--- src/logic/sid_map.svh ---
// constants for the status indicator driver
// assumes a 50 MHz ref_clk
`ifndef SID_MAP_SVH
`define SID_MAP_SVH
`define SID_CLK_HZ 50000000
`define SID_BLINK_HALF_MS 250
`define SID_BLINK_HALF_CYC ((`SID_CLK_HZ / 1000) * `SID_BLINK_HALF_MS)
`define SID_ACT_HOLD_MS 50
`define SID_ACT_HOLD_CYC ((`SID_CLK_HZ / 1000) * `SID_ACT_HOLD_MS)
`define SID_CNT_W 24
`endif

--- src/logic/sid_pkg.sv ---
// types for the status indicator driver
// assumes sid_map.svh holds the numbers
`default_nettype none
package sid_pkg;
  typedef enum logic [2:0] {
    SID_OFF,
    SID_GREEN,
    SID_GREEN_FLASH,
    SID_RED,
    SID_RED_FLASH,
    SID_ALTERNATE
  } sid_duo_t;
endpackage : sid_pkg
`default_nettype wire

--- src/logic/sid_top.sv ---
// status indicator driver: two duo lamps, link lamp, traffic lamp
// assumes status flags from firmware on ref_clk; phy flags from pins
`include "sid_map.svh"
`default_nettype none
module sid_top
  import sid_pkg::*;
#(
  parameter int unsigned BLINK_HALF = `SID_BLINK_HALF_CYC,
  parameter int unsigned ACT_HOLD = `SID_ACT_HOLD_CYC
)(
  // clock and reset
  input wire logic ref_clk,
  input wire logic resetn,
  // firmware status
  input wire logic self_test,
  input wire logic operational,
  input wire logic configured,
  input wire logic major_fault,
  input wire logic minor_fault,
  input wire logic config_bad,
  input wire logic have_ip,
  input wire logic conn_any,
  input wire logic dup_ip,
  input wire logic conn_timeout,
  input wire logic conn_all_ok,
  // phy pins
  input wire logic phy_link,
  input wire logic phy_frame,
  // lamp drives
  output logic module_health_lamp_green,
  output logic module_health_lamp_red,
  output logic network_health_lamp_green,
  output logic network_health_lamp_red,
  output logic link_up_lamp,
  output logic traffic_lamp
);
  logic [`SID_CNT_W-1:0] blink_cnt;
  logic blink;
  logic [1:0] link_sync;
  logic [1:0] frame_sync;
  logic frame_prev;
  logic [`SID_CNT_W-1:0] act_cnt;
  logic timeout_latched;
  sid_duo_t ms_state;
  sid_duo_t ns_state;
  sid_duo_t next_ms;
  sid_duo_t next_ns;

  // shared blink generator
  always_ff @(posedge ref_clk)
  begin
    if (!resetn)
    begin
      blink_cnt <= '0;
      blink <= 1'b0;
    end
    else if (blink_cnt >= `SID_CNT_W'(BLINK_HALF - 1))
    begin
      blink_cnt <= '0;
      blink <= ~blink;
    end
    else
    begin
      blink_cnt <= blink_cnt + `SID_CNT_W'(1);
    end
  end

  // pin synchronisers
  always_ff @(posedge ref_clk)
  begin
    if (!resetn)
    begin
      link_sync <= 2'b00;
      frame_sync <= 2'b00;
      frame_prev <= 1'b0;
    end
    else
    begin
      link_sync <= {link_sync[0], phy_link};
      frame_sync <= {frame_sync[0], phy_frame};
      frame_prev <= frame_sync[1];
    end
  end

  // timeout latch, set wins over clear
  always_ff @(posedge ref_clk)
  begin
    if (!resetn)
      timeout_latched <= 1'b0;
    else if (conn_timeout)
      timeout_latched <= 1'b1;
    else if (conn_all_ok)
      timeout_latched <= 1'b0;
  end

  // module lamp selection
  always_comb
  begin
    if (self_test)
      next_ms = SID_ALTERNATE;
    else if (major_fault)
      next_ms = SID_RED;
    else if (minor_fault || config_bad)
      next_ms = SID_RED_FLASH;
    else if (!configured)
      next_ms = SID_GREEN_FLASH;
    else if (operational)
      next_ms = SID_GREEN;
    else
      next_ms = SID_OFF;
  end

  // network lamp selection
  always_comb
  begin
    if (self_test)
      next_ns = SID_ALTERNATE;
    else if (!have_ip)
      next_ns = SID_OFF;
    else if (dup_ip)
      next_ns = SID_RED;
    else if (timeout_latched)
      next_ns = SID_RED_FLASH;
    else if (conn_any)
      next_ns = SID_GREEN;
    else
      next_ns = SID_GREEN_FLASH;
  end

  always_ff @(posedge ref_clk)
  begin
    if (!resetn)
    begin
      ms_state <= SID_OFF;
      ns_state <= SID_OFF;
    end
    else
    begin
      ms_state <= next_ms;
      ns_state <= next_ns;
    end
  end

  // drive a duo lamp from its state
  function automatic logic [1:0] duo_drive(input sid_duo_t st, input logic bl);
    case (st)
      SID_GREEN: duo_drive = 2'b10;
      SID_GREEN_FLASH: duo_drive = {bl, 1'b0};
      SID_RED: duo_drive = 2'b01;
      SID_RED_FLASH: duo_drive = {1'b0, bl};
      SID_ALTERNATE: duo_drive = {bl, ~bl};
      default: duo_drive = 2'b00;
    endcase
  endfunction : duo_drive

  always_ff @(posedge ref_clk)
  begin
    if (!resetn)
    begin
      {module_health_lamp_green, module_health_lamp_red} <= 2'b00;
      {network_health_lamp_green, network_health_lamp_red} <= 2'b00;
    end
    else
    begin
      {module_health_lamp_green, module_health_lamp_red} <= duo_drive(ms_state, blink);
      {network_health_lamp_green, network_health_lamp_red} <= duo_drive(ns_state, blink);
    end
  end

  // link lamp
  always_ff @(posedge ref_clk)
  begin
    if (!resetn)
      link_up_lamp <= 1'b0;
    else
      link_up_lamp <= link_sync[1];
  end

  // traffic lamp: a frame edge while act_cnt is zero starts a blink window; edges during a window are ignored
  always_ff @(posedge ref_clk)
  begin
    if (!resetn)
    begin
      act_cnt <= '0;
      traffic_lamp <= 1'b0;
    end
    else
    begin
      if (frame_sync[1] && !frame_prev && act_cnt == '0)
        act_cnt <= `SID_CNT_W'(ACT_HOLD * 2 - 1);
      else if (act_cnt != '0)
        act_cnt <= act_cnt - `SID_CNT_W'(1);
      traffic_lamp <= (act_cnt >= `SID_CNT_W'(ACT_HOLD));
    end
  end

  // checks
  property p_major_red;
    @(posedge ref_clk) disable iff (!resetn)
      (major_fault && !self_test) ##1 (major_fault && !self_test)
      |=> module_health_lamp_red && !module_health_lamp_green;
  endproperty
  a_major_red: assert property (p_major_red) else $error("major fault not steady red");

  property p_ms_green;
    @(posedge ref_clk) disable iff (!resetn)
      (operational && configured && !self_test && !major_fault && !minor_fault
        && !config_bad)[*2] |=> module_health_lamp_green && !module_health_lamp_red;
  endproperty
  a_ms_green: assert property (p_ms_green) else $error("operational not green");

  property p_ms_standby;
    @(posedge ref_clk) disable iff (!resetn)
      (!configured && !self_test && !major_fault && !minor_fault && !config_bad)[*2]
      |=> !module_health_lamp_red && module_health_lamp_green == $past(blink);
  endproperty
  a_ms_standby: assert property (p_ms_standby) else $error("standby not green flash");

  property p_ms_minor;
    @(posedge ref_clk) disable iff (!resetn)
      ((minor_fault || config_bad) && !major_fault && !self_test)[*2]
      |=> !module_health_lamp_green && module_health_lamp_red == $past(blink);
  endproperty
  a_ms_minor: assert property (p_ms_minor) else $error("minor fault not red flash");

  property p_selftest_ms;
    @(posedge ref_clk) disable iff (!resetn)
      self_test[*2] |=> module_health_lamp_green != module_health_lamp_red;
  endproperty
  a_selftest_ms: assert property (p_selftest_ms) else $error("self-test not alternating");

  property p_selftest_ns;
    @(posedge ref_clk) disable iff (!resetn)
      self_test[*2] |=> network_health_lamp_green != network_health_lamp_red;
  endproperty
  a_selftest_ns: assert property (p_selftest_ns) else $error("net self-test wrong");

  property p_no_ip_off;
    @(posedge ref_clk) disable iff (!resetn)
      (!have_ip && !self_test)[*2] |=> !network_health_lamp_green && !network_health_lamp_red;
  endproperty
  a_no_ip_off: assert property (p_no_ip_off) else $error("net lamp lit without ip");

  property p_ns_conn;
    @(posedge ref_clk) disable iff (!resetn)
      (have_ip && conn_any && !dup_ip && !timeout_latched && !self_test)[*2]
      |=> network_health_lamp_green && !network_health_lamp_red;
  endproperty
  a_ns_conn: assert property (p_ns_conn) else $error("connected not green");

  property p_ns_idle;
    @(posedge ref_clk) disable iff (!resetn)
      (have_ip && !conn_any && !dup_ip && !timeout_latched && !self_test)[*2]
      |=> !network_health_lamp_red && network_health_lamp_green == $past(blink);
  endproperty
  a_ns_idle: assert property (p_ns_idle) else $error("no connection not green flash");

  property p_ns_timeout;
    @(posedge ref_clk) disable iff (!resetn)
      (timeout_latched && have_ip && !dup_ip && !self_test)[*2]
      |=> !network_health_lamp_green && network_health_lamp_red == $past(blink);
  endproperty
  a_ns_timeout: assert property (p_ns_timeout) else $error("timeout not red flash");

  property p_timeout_latch;
    @(posedge ref_clk) disable iff (!resetn)
      conn_timeout |=> timeout_latched;
  endproperty
  a_timeout_latch: assert property (p_timeout_latch) else $error("timeout not latched");

  property p_timeout_hold;
    @(posedge ref_clk) disable iff (!resetn)
      timeout_latched && !conn_all_ok |=> timeout_latched;
  endproperty
  a_timeout_hold: assert property (p_timeout_hold) else $error("timeout dropped early");

  property p_link;
    @(posedge ref_clk) disable iff (!resetn)
      phy_link[*3] |=> link_up_lamp;
  endproperty
  a_link: assert property (p_link) else $error("link lamp dark with link up");

  property p_link_off;
    @(posedge ref_clk) disable iff (!resetn)
      (!phy_link)[*3] |=> !link_up_lamp;
  endproperty
  a_link_off: assert property (p_link_off) else $error("link lamp lit with link down");

  property p_dup_red;
    @(posedge ref_clk) disable iff (!resetn)
      (dup_ip && have_ip && !self_test)[*2]
      |=> network_health_lamp_red && !network_health_lamp_green;
  endproperty
  a_dup_red: assert property (p_dup_red) else $error("duplicate ip not red");

  c_selftest: cover property (@(posedge ref_clk) self_test ##1 !self_test);
  c_timeout: cover property (@(posedge ref_clk) conn_timeout ##[1:5] conn_all_ok);
  c_traffic: cover property (@(posedge ref_clk) $rose(traffic_lamp));
endmodule : sid_top
`default_nettype wire

--- config.mk ---
export PLATFORM = sky130hd
export DESIGN_NAME = sid_top
export DESIGN_NICKNAME = d
export VERILOG_FILES = /design/src/logic/sid_pkg.sv /design/src/logic/sid_top.sv
export VERILOG_INCLUDE_DIRS = /design/src /design/src/logic
export SDC_FILE = /design/constraint.sdc
export NUM_CORES = 1
export LEC_CHECK = 0
export ABC_CLOCK_PERIOD_IN_PS = 2150
export BUFFER_PORTS_ARGS = -buffer_cell sky130_fd_sc_hd__buf_4
export CAP_MARGIN = 40
export CORE_UTILIZATION = 54
export DETAILED_ROUTE_END_ITERATION = 16
export GPL_TIMING_DRIVEN = 0
export PLACE_DENSITY_LB_ADDON = 0.15
export SETUP_SLACK_MARGIN = 0.05
export SYNTH_ARGS = -nofsm -noshare
export SYNTH_HDL_FRONTEND = slang
export SYNTH_SLANG_ARGS = --single-unit
--- constraint.sdc ---
create_clock -name ref_clk -period 2.15 [get_ports ref_clk]
set_clock_uncertainty 0.15 [all_clocks]
set_input_delay 0.1075 -clock ref_clk [delete_from_list [all_inputs] [get_ports ref_clk]]
set_output_delay 0.1075 -clock ref_clk [all_outputs]
set_load 0.01 [all_outputs]
[Yosys cells after proc, flatten, opt, wreduce, memory -nomap -nowiden]
Cells that the tools add are included.
Word-level totals
  register bits: 67
  bits in latches: 0
  bits in writable memories: 0
  bits in read-only memories: 0
  bits of input ports: 15
  output and inout bits: 6
  word-level logic and storage cells: 63
  memories kept: 0
Operators by class
  $add $sub $neg: 2
  $mul: 0
  div/mod/pow operators: 0
  $lt $le $gt $ge: 2
  equal/unequal tests: 10
  shifts and indexed selects: 0
  mux-type cells: 16
  bitwise operators: 3
  reduce and logical (&&, ||, !) cells: 12
Operators with widths (number)
  $mux W23: 2
  $add A24 B1 Y24 const B: 1
  $ge A24 B22 Y1 const B: 1
  $ge A24 B24 Y1 const B: 1
  $logic_not A24 Y1: 1
  $reduce_bool A24 Y1: 1
  $sub A24 B1 Y24 const B: 1
  $mux W3: 7
  $pmux W2 S5: 2
  $eq A3 B2 Y1 const B: 4
  $eq A3 B3 Y1 const B: 4
  $eq A3 B1 Y1 const B: 2
  $reduce_or A2 Y1: 3
  $mux W2: 2
  $reduce_bool A2 Y1: 2
  $mux W1: 3
  $not A1 Y1: 3
  $reduce_or A3 Y1: 1
  $logic_and A1 B1 Y1: 2
  $logic_not A1 Y1: 1
  $logic_or A1 B1 Y1: 1

[Depth between registers and ports, before layout]
  depth in word-level cells: 5
  depth in mapped cells: 8

[Worst setup path before layout]
Ideal clock, no wire load.
  kind: flip-flop to flip-flop
  start point: register act_cnt[3]
  end point: register act_cnt[17]
  arrival: 1.787 ns
  required time: 1.885 ns
  slack: 0.097 ns
  stages on the path, launching flop included: 6
  buffers on the path: 0
  path through: dfxtp_1 -> or4_4 -> nor4_4 -> nand4_2 -> nand2_2 -> o21ba_2
On the way
  word-level cells in the longest chain between the ends: 3
  elaborated cells between the ends (all ways): 5
  those cells by class: add/sub (1); reduce/logical (4)
RTL lines
  from (decl): line sid_top.sv:42  | logic [`SID_CNT_W-1:0] act_cnt;
  from (signal assigned): line sid_top.sv:190  | act_cnt <= `SID_CNT_W'(ACT_HOLD * 2 - 1);
  from (signal assigned): line sid_top.sv:192  | act_cnt <= act_cnt - `SID_CNT_W'(1);
  parallel branches: the longest is 3 deep, another holds $sub A24 B1 Y24
Parallel ways; which one is timed is not known.
A chain may end at the register's enable or synchronous reset.

[Worst setup path in the final report]
  start point: register act_cnt[10]
  end point: register act_cnt[4]
On the way
  word-level cells in the longest chain between the ends: 3
  elaborated cells between the ends (all ways): 5
  those cells by class: mux (1); reduce/logical (4)
RTL lines
  $logic_not A24 Y1: line sid_top.sv:189  | if (frame_sync[1] && !frame_prev && act_cnt == '0)
  $logic_and A1 B1 Y1: line sid_top.sv:189
  $mux W23 or $reduce_bool A2 Y1 (tied branches)
Parallel ways exist; a longest one is shown, timed or not.

==> qor.yml <==
status:
  violations: "setup timing"
  status: "finished, violations left"
clock_network:
  numCtsBuffers: 9
  h-tree-depth: 3
  clock-sinks: 67
  clk_latency_ns: 0.34
  cts_tree: "done"
  cts-root-buf: "clkbuf_8"
  clk_pin_slew_worst_paths_ns: 0.07
  clock_path_buffers: 2
route:
  ant_nets: 0
  met3_length_um: 261
  first_pass_iters: 6
  routed_wl_mm: 7.23
  dr_total_vias: 2772
  drt-initial-drc-count: 150
  wl_met2_mm: 3.39
  drc_errors: 0
  wl_per_cell_um: 14.5
  via_per_inst: 5.58
  wl_met1_mm: 3.46
  top_layer: "met4"
synthesis:
  synth_fp_nets: 376
  synth_xor_xnor_area_share_pct: 8.43
  netlist_instances: 359
  seq_area_frac_synth_pct: 43.0
  synth_simple_gate_area_share_pct: 30.5
  synthFlopType: "dfxtp_1"
  yosysTopAreaCell: "dfxtp_1"
  muxShareOfSynthArea_pct: 1.61
  synth_top_family_by_area: "simple AND/OR/NAND/NOR gates"
  synth_top_area_share_pct: 43.0
  async_flop_share_pct: 0
  ys_types: 56
  synth_edf_count: 0
  synth_area_um2: 3120
  synth_compound_area_share_pct: 12.6
  synthTopCellsByArea: "dfxtp_1, nor2_1, xnor2_1"
  synth_adder_area_share_pct: 0.803
  synth-seq-cells: 67
  synth.avg_cell_area_um2: 8.69
  yosysWarnings: 0
floorplanning:
  start_util_pct: 56.3
  fp.coreArea_um2: 5540
  die_h_um: 78.0
  die_area_um2: 6080
  io_pins: 21
  num_rows: 27
  dieWidth_um: 78.0
grt:
  overflow: 0
  grt_pass1_wl_mm: 11.9
  grtUsageTotal_pct: 25.0
  grt_antenna_before_repair: 0
  grt_start_max_net_pins: 12
  first_global_vias: 2573
timing:
  setup_viol: 2
  rsz0062_at_grt: "yes"
  fmax_mhz: 460
  tightest_slew_ns: 0.479
  setup_slack_ns: -0.0242
  finalCriticalPeriod_ns: 2.17
  relSlewSlack_pct: 68.0
  hold_violations: 0
  finalMaxSlewViolations: 0
  period_share_pct: 101
  hold_ws_ns: 0.0995
layout:
  nNetsFinal: 437
  syn2layout_area_growth_pct: 29.2
  drive_above_1_share_pct: 24.2
  antenna-diode-count: 0
  utilization_pct: 72.7
power:
  powerDensity_nw_per_um2: 1210
  vdd_drop_max_mv: 0.712
  leakage_uw: 0.00153
setup_path:
  cp-startpoint: "act_cnt[10]"
  crit_arrival_ns: 2.23
  critical_path_class: "reg2reg"
  end_kind: "flop"
  crit_path_max_fanout: 5
  required_ns: 2.21
  start_kind: "flop"
  r2r-start: "act_cnt[10]"
placement:
  dpl.hpwl_mm: 4.46
  port_buffers: 20
  gp_congestion: 0.873
  post-place-ws_ns: -0.246
hold_path:
  hold_class: "in2reg"
  worstHoldStart: "conn_any"
run:
  drv_cap: 0
routing by layer:
layer | global-route usage [%] | vias up
met5 | 0 | -
met4 | 12.6 | 0
met3 | 4.59 | 13
met2 | 39.0 | 63
met1 | 33.0 | 1301
li1 | - | 1395
kinds of logic after synthesis:
group                    Yosys count
XOR/XNOR                          30
adder cells (fa/ha/maj)            2
multiplexers                       5
AND/OR/NAND/NOR                  175
AO/OA/AOI/OAI                     56
flip-flops                        67
buffers and inverters             24
flip-flops by register name, summed over array words and instances, names as in the netlist:
signal / flops
act_cnt: 24
ns_state: 3
frame_prev: 1
module_health_lamp_green: 1
blink: 1
module_health_lamp_red: 1
ms_state: 3
blink_cnt: 24
frame_sync: 2
timeout_latched: 1
network_health_lamp_red: 1
network_health_lamp_green: 1
link_up_lamp: 1
link_sync: 2
traffic_lamp: 1
critical path, cell delays in order, from the launching register on:
cell,delay (ns)
dfxtp_2,0.32
buf_6,0.12
or4_4,0.53
nor4_4,0.34
nand4_1,0.21
buf_6,0.18
a21oi_2,0.12
a211oi_1,0.07
report_power, final:
group	internal [uW]	total [uW]	leakage (uW)	switching [uW]
combinational	975	2200	0.000886	1220
clock	566	1030	0.0000926	467
sequential	1420	1630	0.000550	208
total	2960	4860	0.00153	1900
metrics by stage:
stage / cells / cell area [um^2] / setup TNS, ns / total power [uW]
after CTS: 492 / 3890 / 0 / 4630
final: 497 / 4030 / -0.0337 / 4860
after detailed placement: 451 / 3360 / -4.52 / 3210
after floorplan: 359 / 3120 / 0 / 2850
after global placement: 451 / 3360 / -3.39 / 3180
after global routing: 497 / 4030 / -1.56 / 5120
synth_stat cells (4+ instances only):
| master | number |
|---|---|
| a211oi_1 | 4 |
| a21oi_1 | 16 |
| a31oi_1 | 4 |
| and2_1 | 8 |
| and4_1 | 5 |
| buf_2 | 4 |
| clkbuf_1 | 4 |
| dfxtp_1 | 67 |
| inv_1 | 15 |
| mux2i_1 | 5 |
| nand2_1 | 15 |
| nand2b_1 | 4 |
| nand3_1 | 11 |
| nand4_1 | 9 |
| nor2_1 | 69 |
| nor2b_1 | 5 |
| nor3_1 | 15 |
| nor4_1 | 7 |
| o211ai_1 | 5 |
| o21ai_0 | 7 |
| or3_2 | 4 |
| or4_1 | 4 |
| xnor2_1 | 18 |
| xor2_1 | 12 |
final cells by class:
type / instances / area [um^2]
Timing Repair Buffer: 50 / 428
Clock buffer: 12 / 145
Buffer: 8 / 47.5
Inverter: 15 / 56.3
Sequential cell: 67 / 1360
Clock inverter: 4 / 50.0
Fill cell: 420 / 1510
Tap cell: 72 / 90.1
Multi-Input combinational cell: 269 / 1860
cells in the final DEF, fill, tap and decap left out, types with 3 or more instances in the layout:
| cell | count |
|---|---|
| a211oi_1 | 4 |
| a21oi_1 | 13 |
| a21oi_2 | 3 |
| a31oi_1 | 3 |
| and2_1 | 8 |
| and4_1 | 4 |
| buf_4 | 33 |
| buf_6 | 5 |
| clkbuf_1 | 5 |
| clkbuf_8 | 10 |
| dfxtp_1 | 60 |
| dfxtp_2 | 5 |
| dlygate4sd3_1 | 15 |
| inv_1 | 14 |
| mux2i_1 | 5 |
| nand2_1 | 15 |
| nand2b_1 | 4 |
| nand3_1 | 10 |
| nand4_1 | 9 |
| nor2_1 | 63 |
| nor2_2 | 6 |
| nor2b_1 | 4 |
| nor3_1 | 14 |
| nor4_1 | 6 |
| nor4_4 | 3 |
| o211ai_1 | 5 |
| o21ai_0 | 7 |
| o311a_1 | 3 |
| or3_2 | 3 |
| or4_4 | 4 |
| xnor2_1 | 18 |
| xor2_1 | 12 |
worst paths after layout:
kind                            slack [ns]  cells past startpoint            end
worst max-delay path                 -0.02                      7     act_cnt[4]
worst min-delay path                   0.1                      4    ns_state[0]
worst max register to register       -0.02                      7     act_cnt[4]
worst min register to register        0.28                      1  frame_sync[1]
repair_timing:
| item | in CTS | in global routing |
|---|---|---|
| gates resized for setup | 26 | 30 |
| cloned | 1 | 0 |
| buffers inserted | 10 | 5 |
| hold buffers | 15 | 0 |
| setup endpoints to repair | 46 | 44 |
| pin swaps | 15 | 8 |
| hold endpoints to repair | 17 | 0 |
Note: power is estimated with default switching activity, not from simulation.
